### config.mk
export PLATFORM = sky130hd
export DESIGN_NAME = bffm_top
export DESIGN_NICKNAME = d
export VERILOG_FILES = /design/src/bffm_fifo.v /design/src/bffm_term.v /design/src/bffm_top.v
export VERILOG_INCLUDE_DIRS = /design/src
export SDC_FILE = /design/constraint.sdc
export NUM_CORES = 2
export LEC_CHECK = 0
export BUFFER_PORTS_ARGS = -buffer_cell sky130_fd_sc_hd__buf_2
export CAP_MARGIN = 20
export CORE_UTILIZATION = 25
export DETAILED_ROUTE_END_ITERATION = 16
export PLACE_DENSITY = 0.43
export SKIP_CTS_REPAIR_TIMING = 1
export SLEW_MARGIN = 25
export SYNTH_ARGS = -nofsm -noshare
export SYNTH_HDL_FRONTEND = slang
export SYNTH_SLANG_ARGS = --single-unit
### constraint.sdc
create_clock -name CLK_IN -period 5.5 [get_ports CLK_IN]
set_clock_uncertainty 0.1 [all_clocks]
set_input_delay 0.55 -clock CLK_IN [delete_from_list [all_inputs] [get_ports CLK_IN]]
set_output_delay 0.55 -clock CLK_IN [all_outputs]
set_load 0.05 [all_outputs]
### src/bffm_defines.vh
/*
  Constants of the bridge frame filter: register offsets, field positions,
  reset values and table sizes.
  Assumes inclusion by bare name from each design file that needs it.
*/
`ifndef BFFM_DEFINES_VH
`define BFFM_DEFINES_VH

// Register offsets (byte addresses on the 8-bit register port)
`define BFFM_REG_CTRL       8'h00
`define BFFM_REG_PAT_CFG    8'h04
`define BFFM_REG_STATUS     8'h08
`define BFFM_REG_FWD_CNT    8'h0C
`define BFFM_REG_DROP_CNT   8'h10
`define BFFM_TERM_BASE      8'h20
`define BFFM_ENTRY_BASE     8'h80

// Control register fields
`define BFFM_CTRL_NEG       0
`define BFFM_CTRL_PAT_EN    1
`define BFFM_CTRL_RST       2'h0

// Pattern configuration fields
`define BFFM_PAT_INV_LSB    0
`define BFFM_PAT_OR01       4
`define BFFM_PAT_OR23       5
`define BFFM_PAT_ORTOP      6
`define BFFM_PAT_EN1        7
`define BFFM_PAT_ENB        8
`define BFFM_PAT_EN3        9
`define BFFM_PAT_INV_ALL    10
`define BFFM_PAT_RST        11'h000

// Term configuration fields
`define BFFM_TERM_OFS_LSB   0
`define BFFM_TERM_LEN_LSB   16
`define BFFM_TERM_STRIDE    8'h08

// Entry layout
`define BFFM_ENT_LO         2'h0
`define BFFM_ENT_HI         2'h1
`define BFFM_ENT_FLAGS      2'h2
`define BFFM_ENT_LOC        2'h3
`define BFFM_FLAG_PRESENT   0
`define BFFM_FLAG_PERM      1
`define BFFM_FLAG_SRC_ACT   2
`define BFFM_FLAG_DST_ACT   3

// Sizes
`define BFFM_ENTRIES        4
`define BFFM_TERMS          4
`define BFFM_FIFO_DEPTH     32
`define BFFM_FIFO_AW        5
`define BFFM_DST_LAST       11'h005
`define BFFM_SRC_LAST       11'h00B

`endif

### src/bffm_fifo.v
/*
  Synchronous FIFO with valid/ready on both sides and registered flags.
  Assumes one clock and an asynchronous active-low reset.
*/
`timescale 1ns/100ps
`default_nettype none
module bffm_fifo #(
  parameter WIDTH = 9,
  parameter DEPTH = 32,
  parameter AW    = 5
) (
  input  wire             clk_in,
  input  wire             arst_n_in,
  input  wire [WIDTH-1:0] in_data_in,
  input  wire             in_valid_in,
  output wire             in_ready_out,
  output wire [WIDTH-1:0] out_data_out,
  output wire             out_valid_out,
  input  wire             out_ready_in
);
  reg [WIDTH-1:0] mem [0:DEPTH-1];
  reg [AW-1:0]    wptr;
  reg [AW-1:0]    rptr;
  reg [AW:0]      count;
  reg             not_full;
  wire            full;
  reg             empty;
  reg [AW:0]      next_count;
  wire            push;
  wire            pop;

  assign push          = in_valid_in & ~full;
  assign pop           = out_ready_in & ~empty;
  assign full          = ~not_full;
  assign in_ready_out  = not_full;
  assign out_valid_out = ~empty;
  assign out_data_out  = mem[rptr];

  always @* begin
    next_count = count;
    if (push & ~pop)
      next_count = count + {{AW{1'b0}}, 1'b1};
    else if (pop & ~push)
      next_count = count - {{AW{1'b0}}, 1'b1};
  end

  always @(posedge clk_in) begin
    if (push)
      mem[wptr] <= in_data_in;
  end

  always @(posedge clk_in or negedge arst_n_in) begin
    if (!arst_n_in) begin
      wptr  <= {AW{1'b0}};
      rptr  <= {AW{1'b0}};
      count <= {(AW+1){1'b0}};
      not_full <= 1'b1;
      empty <= 1'b1;
    end else begin
      if (push)
        wptr <= wptr + {{(AW-1){1'b0}}, 1'b1};
      if (pop)
        rptr <= rptr + {{(AW-1){1'b0}}, 1'b1};
      count <= next_count;
      not_full <= (next_count != DEPTH[AW:0]);
      empty <= (next_count == {(AW+1){1'b0}});
    end
  end
endmodule
`default_nettype wire

### src/bffm_term.v
/*
  One pattern term: compares frame octets from a given offset against
  up to four octets of a value, last octet in the least significant byte.
  Assumes octets arrive in order with their index, index 0 opening a frame.
*/
`timescale 1ns/100ps
`default_nettype none
module bffm_term (
  input  wire        clk_in,
  input  wire        arst_n_in,
  input  wire [7:0]  byte_in,
  input  wire [10:0] idx_in,
  input  wire        take_in,
  input  wire [10:0] offset_in,
  input  wire [2:0]  len_in,
  input  wire [31:0] value_in,
  output wire        match_out
);
  reg        ok;
  reg [2:0]  cnt;
  reg [7:0]  expb;
  wire [10:0] rel;
  wire [2:0]  sel;
  wire        inwin;
  wire        base_ok;
  wire [2:0]  base_cnt;

  assign rel      = idx_in - offset_in;
  assign inwin    = (idx_in >= offset_in) && (rel < {8'h00, len_in});
  assign sel      = len_in - 3'h1 - rel[2:0];
  assign base_ok  = (idx_in == 11'h000) ? 1'b1 : ok;
  assign base_cnt = (idx_in == 11'h000) ? 3'h0 : cnt;
  // A short frame never completes the count, so it never matches
  assign match_out = ok && (cnt == len_in) && (len_in != 3'h0);

  always @* begin
    case (sel)
      3'h0:    expb = value_in[7:0];
      3'h1:    expb = value_in[15:8];
      3'h2:    expb = value_in[23:16];
      3'h3:    expb = value_in[31:24];
      default: expb = 8'h00;
    endcase
  end

  always @(posedge clk_in or negedge arst_n_in) begin
    if (!arst_n_in) begin
      ok  <= 1'b0;
      cnt <= 3'h0;
    end else if (take_in) begin
      ok  <= base_ok & (~inwin | (byte_in == expb));
      cnt <= base_cnt + {2'h0, inwin};
    end
  end
endmodule
`default_nettype wire

### src/bffm_top.v
/*
  Bridge frame filter: local LAN frames pass through a FIFO toward the
  link, and for each frame a forward or discard decision is given from
  the permanent address table and the pattern expression.
  Assumes synchronous inputs on CLK_IN, a register master on a plain port
  and a downstream that joins each decision to the frame it follows.
*/
`timescale 1ns/100ps
`default_nettype none
`include "bffm_defines.vh"
module bffm_top (
  input  wire        CLK_IN,
  input  wire        ARST_N_IN,
  input  wire [7:0]  RX_DATA_IN,
  input  wire        RX_VALID_IN,
  input  wire        RX_LAST_IN,
  output wire        RX_READY_OUT,
  output reg  [7:0]  TX_DATA_OUT,
  output reg         TX_VALID_OUT,
  output reg         TX_LAST_OUT,
  input  wire        TX_READY_IN,
  output reg         VERDICT_VALID_OUT,
  output reg         VERDICT_FWD_OUT,
  input  wire [7:0]  REG_ADDR_IN,
  input  wire [31:0] REG_WDATA_IN,
  input  wire        REG_WR_IN,
  input  wire        REG_RD_IN,
  output reg  [31:0] REG_RDATA_OUT
);
  // Configuration
  reg  [1:0]  ctrl;
  reg  [10:0] pat_cfg;
  reg  [10:0] term_ofs [0:`BFFM_TERMS-1];
  reg  [2:0]  term_len [0:`BFFM_TERMS-1];
  reg  [31:0] term_val [0:`BFFM_TERMS-1];
  reg  [47:0] ent_addr [0:`BFFM_ENTRIES-1];
  reg  [3:0]  ent_flags [0:`BFFM_ENTRIES-1];
  reg  [7:0]  ent_loc [0:`BFFM_ENTRIES-1];
  // Frame tracking
  reg  [10:0] idx;
  reg  [47:0] dst_addr;
  reg  [47:0] src_addr;
  reg         pend;
  reg         last_fwd;
  reg  [31:0] fwd_cnt;
  reg  [31:0] drop_cnt;
  reg  [31:0] next_rdata;
  reg         src_hit;
  reg         dst_hit;
  reg         src_armed;
  reg         dst_armed;
  reg         addr_fwd;
  reg         grp_a;
  reg         grp_b;
  reg         pat_res;
  reg         next_fwd;
  wire        take;
  wire [3:0]  tmatch;
  wire [3:0]  tval;
  wire [8:0]  fifo_out;
  wire        fifo_valid;
  wire        fifo_pop;
  wire        fifo_empty_n;
  wire        tx_free;
  integer     i;
  integer     j;
  integer     k;
  integer     m;

  assign take     = RX_VALID_IN & RX_READY_OUT;
  assign tx_free  = ~TX_VALID_OUT | TX_READY_IN;
  assign fifo_pop = tx_free & fifo_valid;
  assign fifo_empty_n = fifo_valid;

  // Every octet goes to the link; the verdict travels on its own port
  bffm_fifo #(
    .WIDTH (9),
    .DEPTH (`BFFM_FIFO_DEPTH),
    .AW    (`BFFM_FIFO_AW)
  ) u_fifo (
    .clk_in        (CLK_IN),
    .arst_n_in     (ARST_N_IN),
    .in_data_in    ({RX_LAST_IN, RX_DATA_IN}),
    .in_valid_in   (RX_VALID_IN),
    .in_ready_out  (RX_READY_OUT),
    .out_data_out  (fifo_out),
    .out_valid_out (fifo_valid),
    .out_ready_in  (tx_free)
  );

  genvar g;
  generate
    for (g = 0; g < `BFFM_TERMS; g = g + 1) begin : g_term
      bffm_term u_term (
        .clk_in    (CLK_IN),
        .arst_n_in (ARST_N_IN),
        .byte_in   (RX_DATA_IN),
        .idx_in    (idx),
        .take_in   (take),
        .offset_in (term_ofs[g]),
        .len_in    (term_len[g]),
        .value_in  (term_val[g]),
        .match_out (tmatch[g])
      );
      // Per-term inversion
      assign tval[g] = tmatch[g] ^ pat_cfg[`BFFM_PAT_INV_LSB + g];
    end
  endgenerate

  // Address table lookup and pattern evaluation for the frame just ended
  always @* begin
    src_hit   = 1'b0;
    dst_hit   = 1'b0;
    src_armed = 1'b0;
    dst_armed = 1'b0;
    for (i = 0; i < `BFFM_ENTRIES; i = i + 1) begin
      if (ent_flags[i][`BFFM_FLAG_PRESENT]) begin
        if (ent_flags[i][`BFFM_FLAG_SRC_ACT]) begin
          src_armed = 1'b1;
          if (ent_addr[i] == src_addr)
            src_hit = 1'b1;
        end
        if (ent_flags[i][`BFFM_FLAG_DST_ACT]) begin
          dst_armed = 1'b1;
          if (ent_addr[i] == dst_addr)
            dst_hit = 1'b1;
        end
      end
    end
    if (ctrl[`BFFM_CTRL_NEG]) begin
      // Only listed addresses pass once any pass entry is armed
      if (src_armed | dst_armed)
        addr_fwd = src_hit | dst_hit;
      else
        addr_fwd = 1'b1;
    end else begin
      addr_fwd = ~(src_hit | dst_hit);
    end
    // Bracket groups first, then the joining operator
    if (pat_cfg[`BFFM_PAT_EN1])
      grp_a = pat_cfg[`BFFM_PAT_OR01] ? (tval[0] | tval[1])
                                      : (tval[0] & tval[1]);
    else
      grp_a = tval[0];
    if (pat_cfg[`BFFM_PAT_EN3])
      grp_b = pat_cfg[`BFFM_PAT_OR23] ? (tval[2] | tval[3])
                                      : (tval[2] & tval[3]);
    else
      grp_b = tval[2];
    if (pat_cfg[`BFFM_PAT_ENB])
      pat_res = pat_cfg[`BFFM_PAT_ORTOP] ? (grp_a | grp_b)
                                         : (grp_a & grp_b);
    else
      pat_res = grp_a;
    pat_res = pat_res ^ pat_cfg[`BFFM_PAT_INV_ALL];
    next_fwd = addr_fwd &
               ~(ctrl[`BFFM_CTRL_PAT_EN] & pat_res);
  end

  // Frame index and header capture
  always @(posedge CLK_IN or negedge ARST_N_IN) begin
    if (!ARST_N_IN) begin
      idx      <= 11'h000;
      dst_addr <= 48'h000000000000;
      src_addr <= 48'h000000000000;
      pend     <= 1'b0;
    end else begin
      pend <= take & RX_LAST_IN;
      if (take) begin
        if (RX_LAST_IN)
          idx <= 11'h000;
        else if (idx != 11'h7FF)
          idx <= idx + 11'h001;
        if (idx <= `BFFM_DST_LAST)
          dst_addr <= {dst_addr[39:0], RX_DATA_IN};
        else if (idx <= `BFFM_SRC_LAST)
          src_addr <= {src_addr[39:0], RX_DATA_IN};
      end
    end
  end

  // Decision output and counters
  always @(posedge CLK_IN or negedge ARST_N_IN) begin
    if (!ARST_N_IN) begin
      VERDICT_VALID_OUT <= 1'b0;
      VERDICT_FWD_OUT   <= 1'b0;
      last_fwd        <= 1'b0;
      fwd_cnt         <= 32'h00000000;
      drop_cnt        <= 32'h00000000;
    end else begin
      VERDICT_VALID_OUT <= pend;
      if (pend) begin
        VERDICT_FWD_OUT <= next_fwd;
        last_fwd        <= next_fwd;
        if (next_fwd)
          fwd_cnt <= fwd_cnt + 32'h00000001;
        else
          drop_cnt <= drop_cnt + 32'h00000001;
      end
    end
  end

  // Output stage
  always @(posedge CLK_IN or negedge ARST_N_IN) begin
    if (!ARST_N_IN) begin
      TX_DATA_OUT  <= 8'h00;
      TX_VALID_OUT <= 1'b0;
      TX_LAST_OUT  <= 1'b0;
    end else if (tx_free) begin
      TX_VALID_OUT <= fifo_pop;
      if (fifo_pop) begin
        TX_DATA_OUT <= fifo_out[7:0];
        TX_LAST_OUT <= fifo_out[8];
      end
    end
  end

  // Control and pattern configuration writes
  always @(posedge CLK_IN or negedge ARST_N_IN) begin
    if (!ARST_N_IN) begin
      ctrl    <= `BFFM_CTRL_RST;
      pat_cfg <= `BFFM_PAT_RST;
    end else if (REG_WR_IN) begin
      if (REG_ADDR_IN == `BFFM_REG_CTRL)
        ctrl <= REG_WDATA_IN[1:0];
      if (REG_ADDR_IN == `BFFM_REG_PAT_CFG)
        pat_cfg <= REG_WDATA_IN[10:0];
    end
  end

  // Pattern term writes
  always @(posedge CLK_IN or negedge ARST_N_IN) begin
    if (!ARST_N_IN) begin
      for (j = 0; j < `BFFM_TERMS; j = j + 1) begin
        term_ofs[j] <= 11'h000;
        term_len[j] <= 3'h0;
        term_val[j] <= 32'h00000000;
      end
    end else if (REG_WR_IN) begin
      // Offset and length share one word, the value sits in the next
      for (j = 0; j < `BFFM_TERMS; j = j + 1) begin
        if (REG_ADDR_IN == `BFFM_TERM_BASE + j * `BFFM_TERM_STRIDE) begin
          term_ofs[j] <= REG_WDATA_IN[`BFFM_TERM_OFS_LSB +: 11];
          term_len[j] <= REG_WDATA_IN[`BFFM_TERM_LEN_LSB +: 3];
        end
        if (REG_ADDR_IN == `BFFM_TERM_BASE + j * `BFFM_TERM_STRIDE + 4)
          term_val[j] <= REG_WDATA_IN;
      end
    end
  end

  // Address table writes
  always @(posedge CLK_IN or negedge ARST_N_IN) begin
    if (!ARST_N_IN) begin
      for (m = 0; m < `BFFM_ENTRIES; m = m + 1) begin
        ent_addr[m]  <= 48'h000000000000;
        ent_flags[m] <= 4'h0;
        ent_loc[m]   <= 8'h00;
      end
    end else if (REG_WR_IN) begin
      for (m = 0; m < `BFFM_ENTRIES; m = m + 1) begin
        if (REG_ADDR_IN[7:4] == (`BFFM_ENTRY_BASE >> 4) + m) begin
          case (REG_ADDR_IN[3:2])
            `BFFM_ENT_LO:
              ent_addr[m][31:0] <= REG_WDATA_IN;
            `BFFM_ENT_HI:
              ent_addr[m][47:32] <= REG_WDATA_IN[15:0];
            `BFFM_ENT_FLAGS: begin
              // An entry with an action is always held permanent
              ent_flags[m] <= {REG_WDATA_IN[3:2],
                               REG_WDATA_IN[1] | (|REG_WDATA_IN[3:2]),
                               REG_WDATA_IN[0]};
            end
            // A location makes an unknown address known and permanent
            `BFFM_ENT_LOC: begin
              ent_loc[m] <= REG_WDATA_IN[7:0];
              ent_flags[m][`BFFM_FLAG_PRESENT] <= 1'b1;
              ent_flags[m][`BFFM_FLAG_PERM]    <= 1'b1;
            end
            default: ent_loc[m] <= ent_loc[m];
          endcase
        end
      end
    end
  end

  // Register reads, data valid in the following cycle
  always @* begin
    next_rdata = 32'h00000000;
    case (REG_ADDR_IN)
      `BFFM_REG_CTRL:     next_rdata = {30'h00000000, ctrl};
      `BFFM_REG_PAT_CFG:  next_rdata = {21'h000000, pat_cfg};
      `BFFM_REG_STATUS:
        next_rdata = {29'h00000000, last_fwd, ~RX_READY_OUT,
                      ~fifo_empty_n};
      `BFFM_REG_FWD_CNT:  next_rdata = fwd_cnt;
      `BFFM_REG_DROP_CNT: next_rdata = drop_cnt;
      default:            next_rdata = 32'h00000000;
    endcase
    // Term and table words override the fixed map
    for (k = 0; k < `BFFM_TERMS; k = k + 1) begin
      if (REG_ADDR_IN == `BFFM_TERM_BASE + k * `BFFM_TERM_STRIDE)
        next_rdata = {13'h0000, term_len[k], 5'h00, term_ofs[k]};
      if (REG_ADDR_IN == `BFFM_TERM_BASE + k * `BFFM_TERM_STRIDE + 4)
        next_rdata = term_val[k];
    end
    for (k = 0; k < `BFFM_ENTRIES; k = k + 1) begin
      if (REG_ADDR_IN[7:4] == (`BFFM_ENTRY_BASE >> 4) + k) begin
        case (REG_ADDR_IN[3:2])
          `BFFM_ENT_LO:    next_rdata = ent_addr[k][31:0];
          `BFFM_ENT_HI:    next_rdata = {16'h0000, ent_addr[k][47:32]};
          `BFFM_ENT_FLAGS: next_rdata = {28'h0000000, ent_flags[k]};
          default:         next_rdata = {24'h000000, ent_loc[k]};
        endcase
      end
    end
  end

  always @(posedge CLK_IN or negedge ARST_N_IN) begin
    if (!ARST_N_IN)
      REG_RDATA_OUT <= 32'h00000000;
    else if (REG_RD_IN)
      REG_RDATA_OUT <= next_rdata;
    else
      REG_RDATA_OUT <= 32'h00000000;
  end
endmodule
`default_nettype wire

==> results.ini <==
[timing]
rsz0062_at_grt = no
tightest_slew_ns = 1.29
slew_headroom = 0.116
fin_tns_setup_ns = 0
post-route-period-util = 0.843
fmax_mhz = 216
hold_viol = 0
fin_crit_ns = 4.64
slew_viol_final = 0
setup_violations = 0
setup_slack_ns = 0.865

[cells_and_area]
syn2layout_area_growth_pct = 14.8
layout_commonest_cell = dfrtp_1
fill_cells = 20300
drive_above_1_share = 0.253
stdcell_area_um2 = 57400
layout.cells.most_common_list = 683 x dfrtp_1, 518 x mux2_2, 288 x edfxtp_1
final_nets = 4218

[critical_path]
end_kind = flop
crit_path_cell_trace = inv_1 -> ha_1 -> inv_1 -> fa_1 -> inv_1 -> fa_1 -> xnor2_1 -> nand2_1 -> nor2_1 -> a221oi_1 -> xnor2_1 -> nor4_1 -> a21oi_1 -> a22oi_1
worstReg2RegStart = idx[0]
start_kind = flop
critPathRequiredTime_ns = 6.05
max_stage_delay_ns = 0.57
cp_slowest_cell = fa_1
crit_top_cell = inv_1
reg2reg_to = g_term[1].u_term.ok
crit_type = reg2reg
r2r_cells = 14
crit_buf_inv = 3
cp.arrival_ns = 5.19
r2r_setup_slack_ns = 0.86
crit_family = adder cells
crit_fanout = 8

[floorplanning]
dieArea_um2 = 202000
initial_core_util = 0.252
die_w_um = 449
io_pins = 100
rows = 163
core-area_um2 = 198000
die_y_um = 449

[routing]
drtIter0Drc = 3542
ant_nets = 0
routed_wirelength_mm = 217
drt_pass1_iterations = 7
drt_drc_violations_left = 0
vias = 35300
vias_per_cell = 5.18
detail_route.wl_per_cell_um = 31.8

[synth]
async_flop_share = 0.705
syn_inst = 4056
synth_area_um2 = 50000
ys.flop_type = dfrtp_1
ys_seq_elements = 975
yosys_warnings = 0
synth-edff-count = 288
synth_cell_types = 71
syn_area_per_cell_um2 = 12.3
synth_fp_nets = 4195
yosysSeqAreaShare = 0.517

[cts]
cts.sinks = 975
numCtsBuffers = 112
ctsHtreeMaxLevel = 3
clkSlewWorstSetupHoldPaths_ns = 0.06
insertion_delay_ns = 0.76
cts_tree = built
root_buffer = clkbuf_16
cts_buffer_depth = 3

[global_routing]
grt_use_met1 = 0.302
grt_pass1_wl_mm = 301
track_usage = 0.211
gr-usage-met3 = 0.0273
busiest_layer = met2
overflow = 0
grt_max_degree = 150
grt_pass1_vias = 35200
met2_usage = 0.326
antenna_found_initial = 20

[worst_hold_path]
min-delay-start = REG_WDATA_IN[23]
min_to = term_val[55]
hold_path_depth = 2
hp-class = in2reg

[place]
dpl_cell_area_um2 = 53600
dp_hpwl_mm = 162
io_buffer_count = 99
pre_cts_ws_ns = 0.835
gp_congestion = 1.00

[power]
p_leak_nw = 23.4
peakVddDrop_uv = 257
power.density_nw_per_um2 = 434

[run_status]
status = finished clean

[flow_run]
cap_violations = 0

-- final cells by class --
cell class | instances | area, um2 | share of cell area
diodes | 4 | 10.0 | 0.000174
clock buffers | 146 | 3160 | 0.0551
clock inverters | 57 | 599 | 0.0104
inverters | 149 | 559 | 0.00974
multi-input cells | 2642 | 22500 | 0.393
flip-flops and latches | 975 | 25800 | 0.450
well taps | 2640 | 3300 | 0.0576
repair buffers | 199 | 1370 | 0.0239
-- cells by family after synthesis --
kind of cell,Yosys count,synth area share
AOI/OAI and AO/OA,571,0.0783
xor gates and xnor gates,469,0.0822
adders and majority gates,84,0.0222
buffers and inverters,439,0.0344
DFF,975,0.517
muxes,710,0.182
and+or+nand+nor,808,0.0845
-- routing by layer --
layer  vias up  share of wire
met4        10          0.038
li1      15000              -
met5         -        0.00023
met3       292          0.054
met1     18800           0.46
met2      1256           0.45
-- through the flow --
stage	instances	power (mW)	hold slack [ns]	utilization
after global routing	6808	25.8	0.0899	0.290
after global placement	6602	17.2	0.365	0.271
after CTS	6805	25.0	-0.293	0.290
after detailed placement	6602	17.1	0.368	0.271
after floorplan	4056	13.9	0.154	-
final	6812	24.9	0.102	0.290
-- synthesized netlist by cell type, types with 10 or more instances --
master    count  area, um2
a22oi_1      67        503
mux4_2      106       2390
xor2_1      182       1590
o2111a_1     10        113
nor4_1       59        369
o21ai_0     110        551
edfxtp_1    288       8650
a211oi_1     15        113
o22ai_1      33        206
a22o_1       10       87.6
nand4_1     107        669
clkbuf_1    194        728
mux2_2      518       5830
mux2i_1      86        861
inv_1       149        559
nand2_1     174        653
buf_1        48        180
nor3_1       29        145
a222oi_1     16        160
ha_1         76        951
nand2b_1     36        225
a221oi_1     69        604
nor2_1      194        728
and2_1       20        125
and3_1       31        194
nor4_2       15        188
nor2b_1      35        219
buf_2        46        230
xnor2_1     287       2510
o221ai_1     13        114
a21oi_1     119        596
a31oi_1      24        150
nand3_1      58        290
o31ai_1      13       97.6
dfrtp_1     685      17100
-- report_power, final --
group          switching (mW)  internal [mW]
combinational            3.81           2.91
sequential               2.07           8.35
clock                    3.29           4.51
total                    9.16           15.8
-- how the worst max path moves through the flow --
stage	from	end	slack (ns)	cells after the start
2_1_floorplan	idx[0]	g_term[1].u_term.ok	2.06	14
3_3_place_gp	idx[0]	g_term[1].u_term.ok	0.83	14
3_5_place_dp	idx[0]	g_term[1].u_term.ok	0.83	14
4_1_cts	idx[0]	g_term[1].u_term.ok	0.82	14
5_1_grt	idx[0]	g_term[1].u_term.ok	0.54	14
6_report	idx[0]	g_term[1].u_term.ok	0.86	14
-- state kept, by name (all words and copies together), names as in the netlist, 16 cells and up --
signal and count:
u_fifo.mem 288, ent_addr 192, term_val 128, dst_addr 48, src_addr 48, term_ofs 44, REG_RDATA_OUT 32, drop_cnt 32
ent_loc 32, fwd_cnt 32, ent_flags 16
No activity file was read; power rests on OpenSTA's default activity.
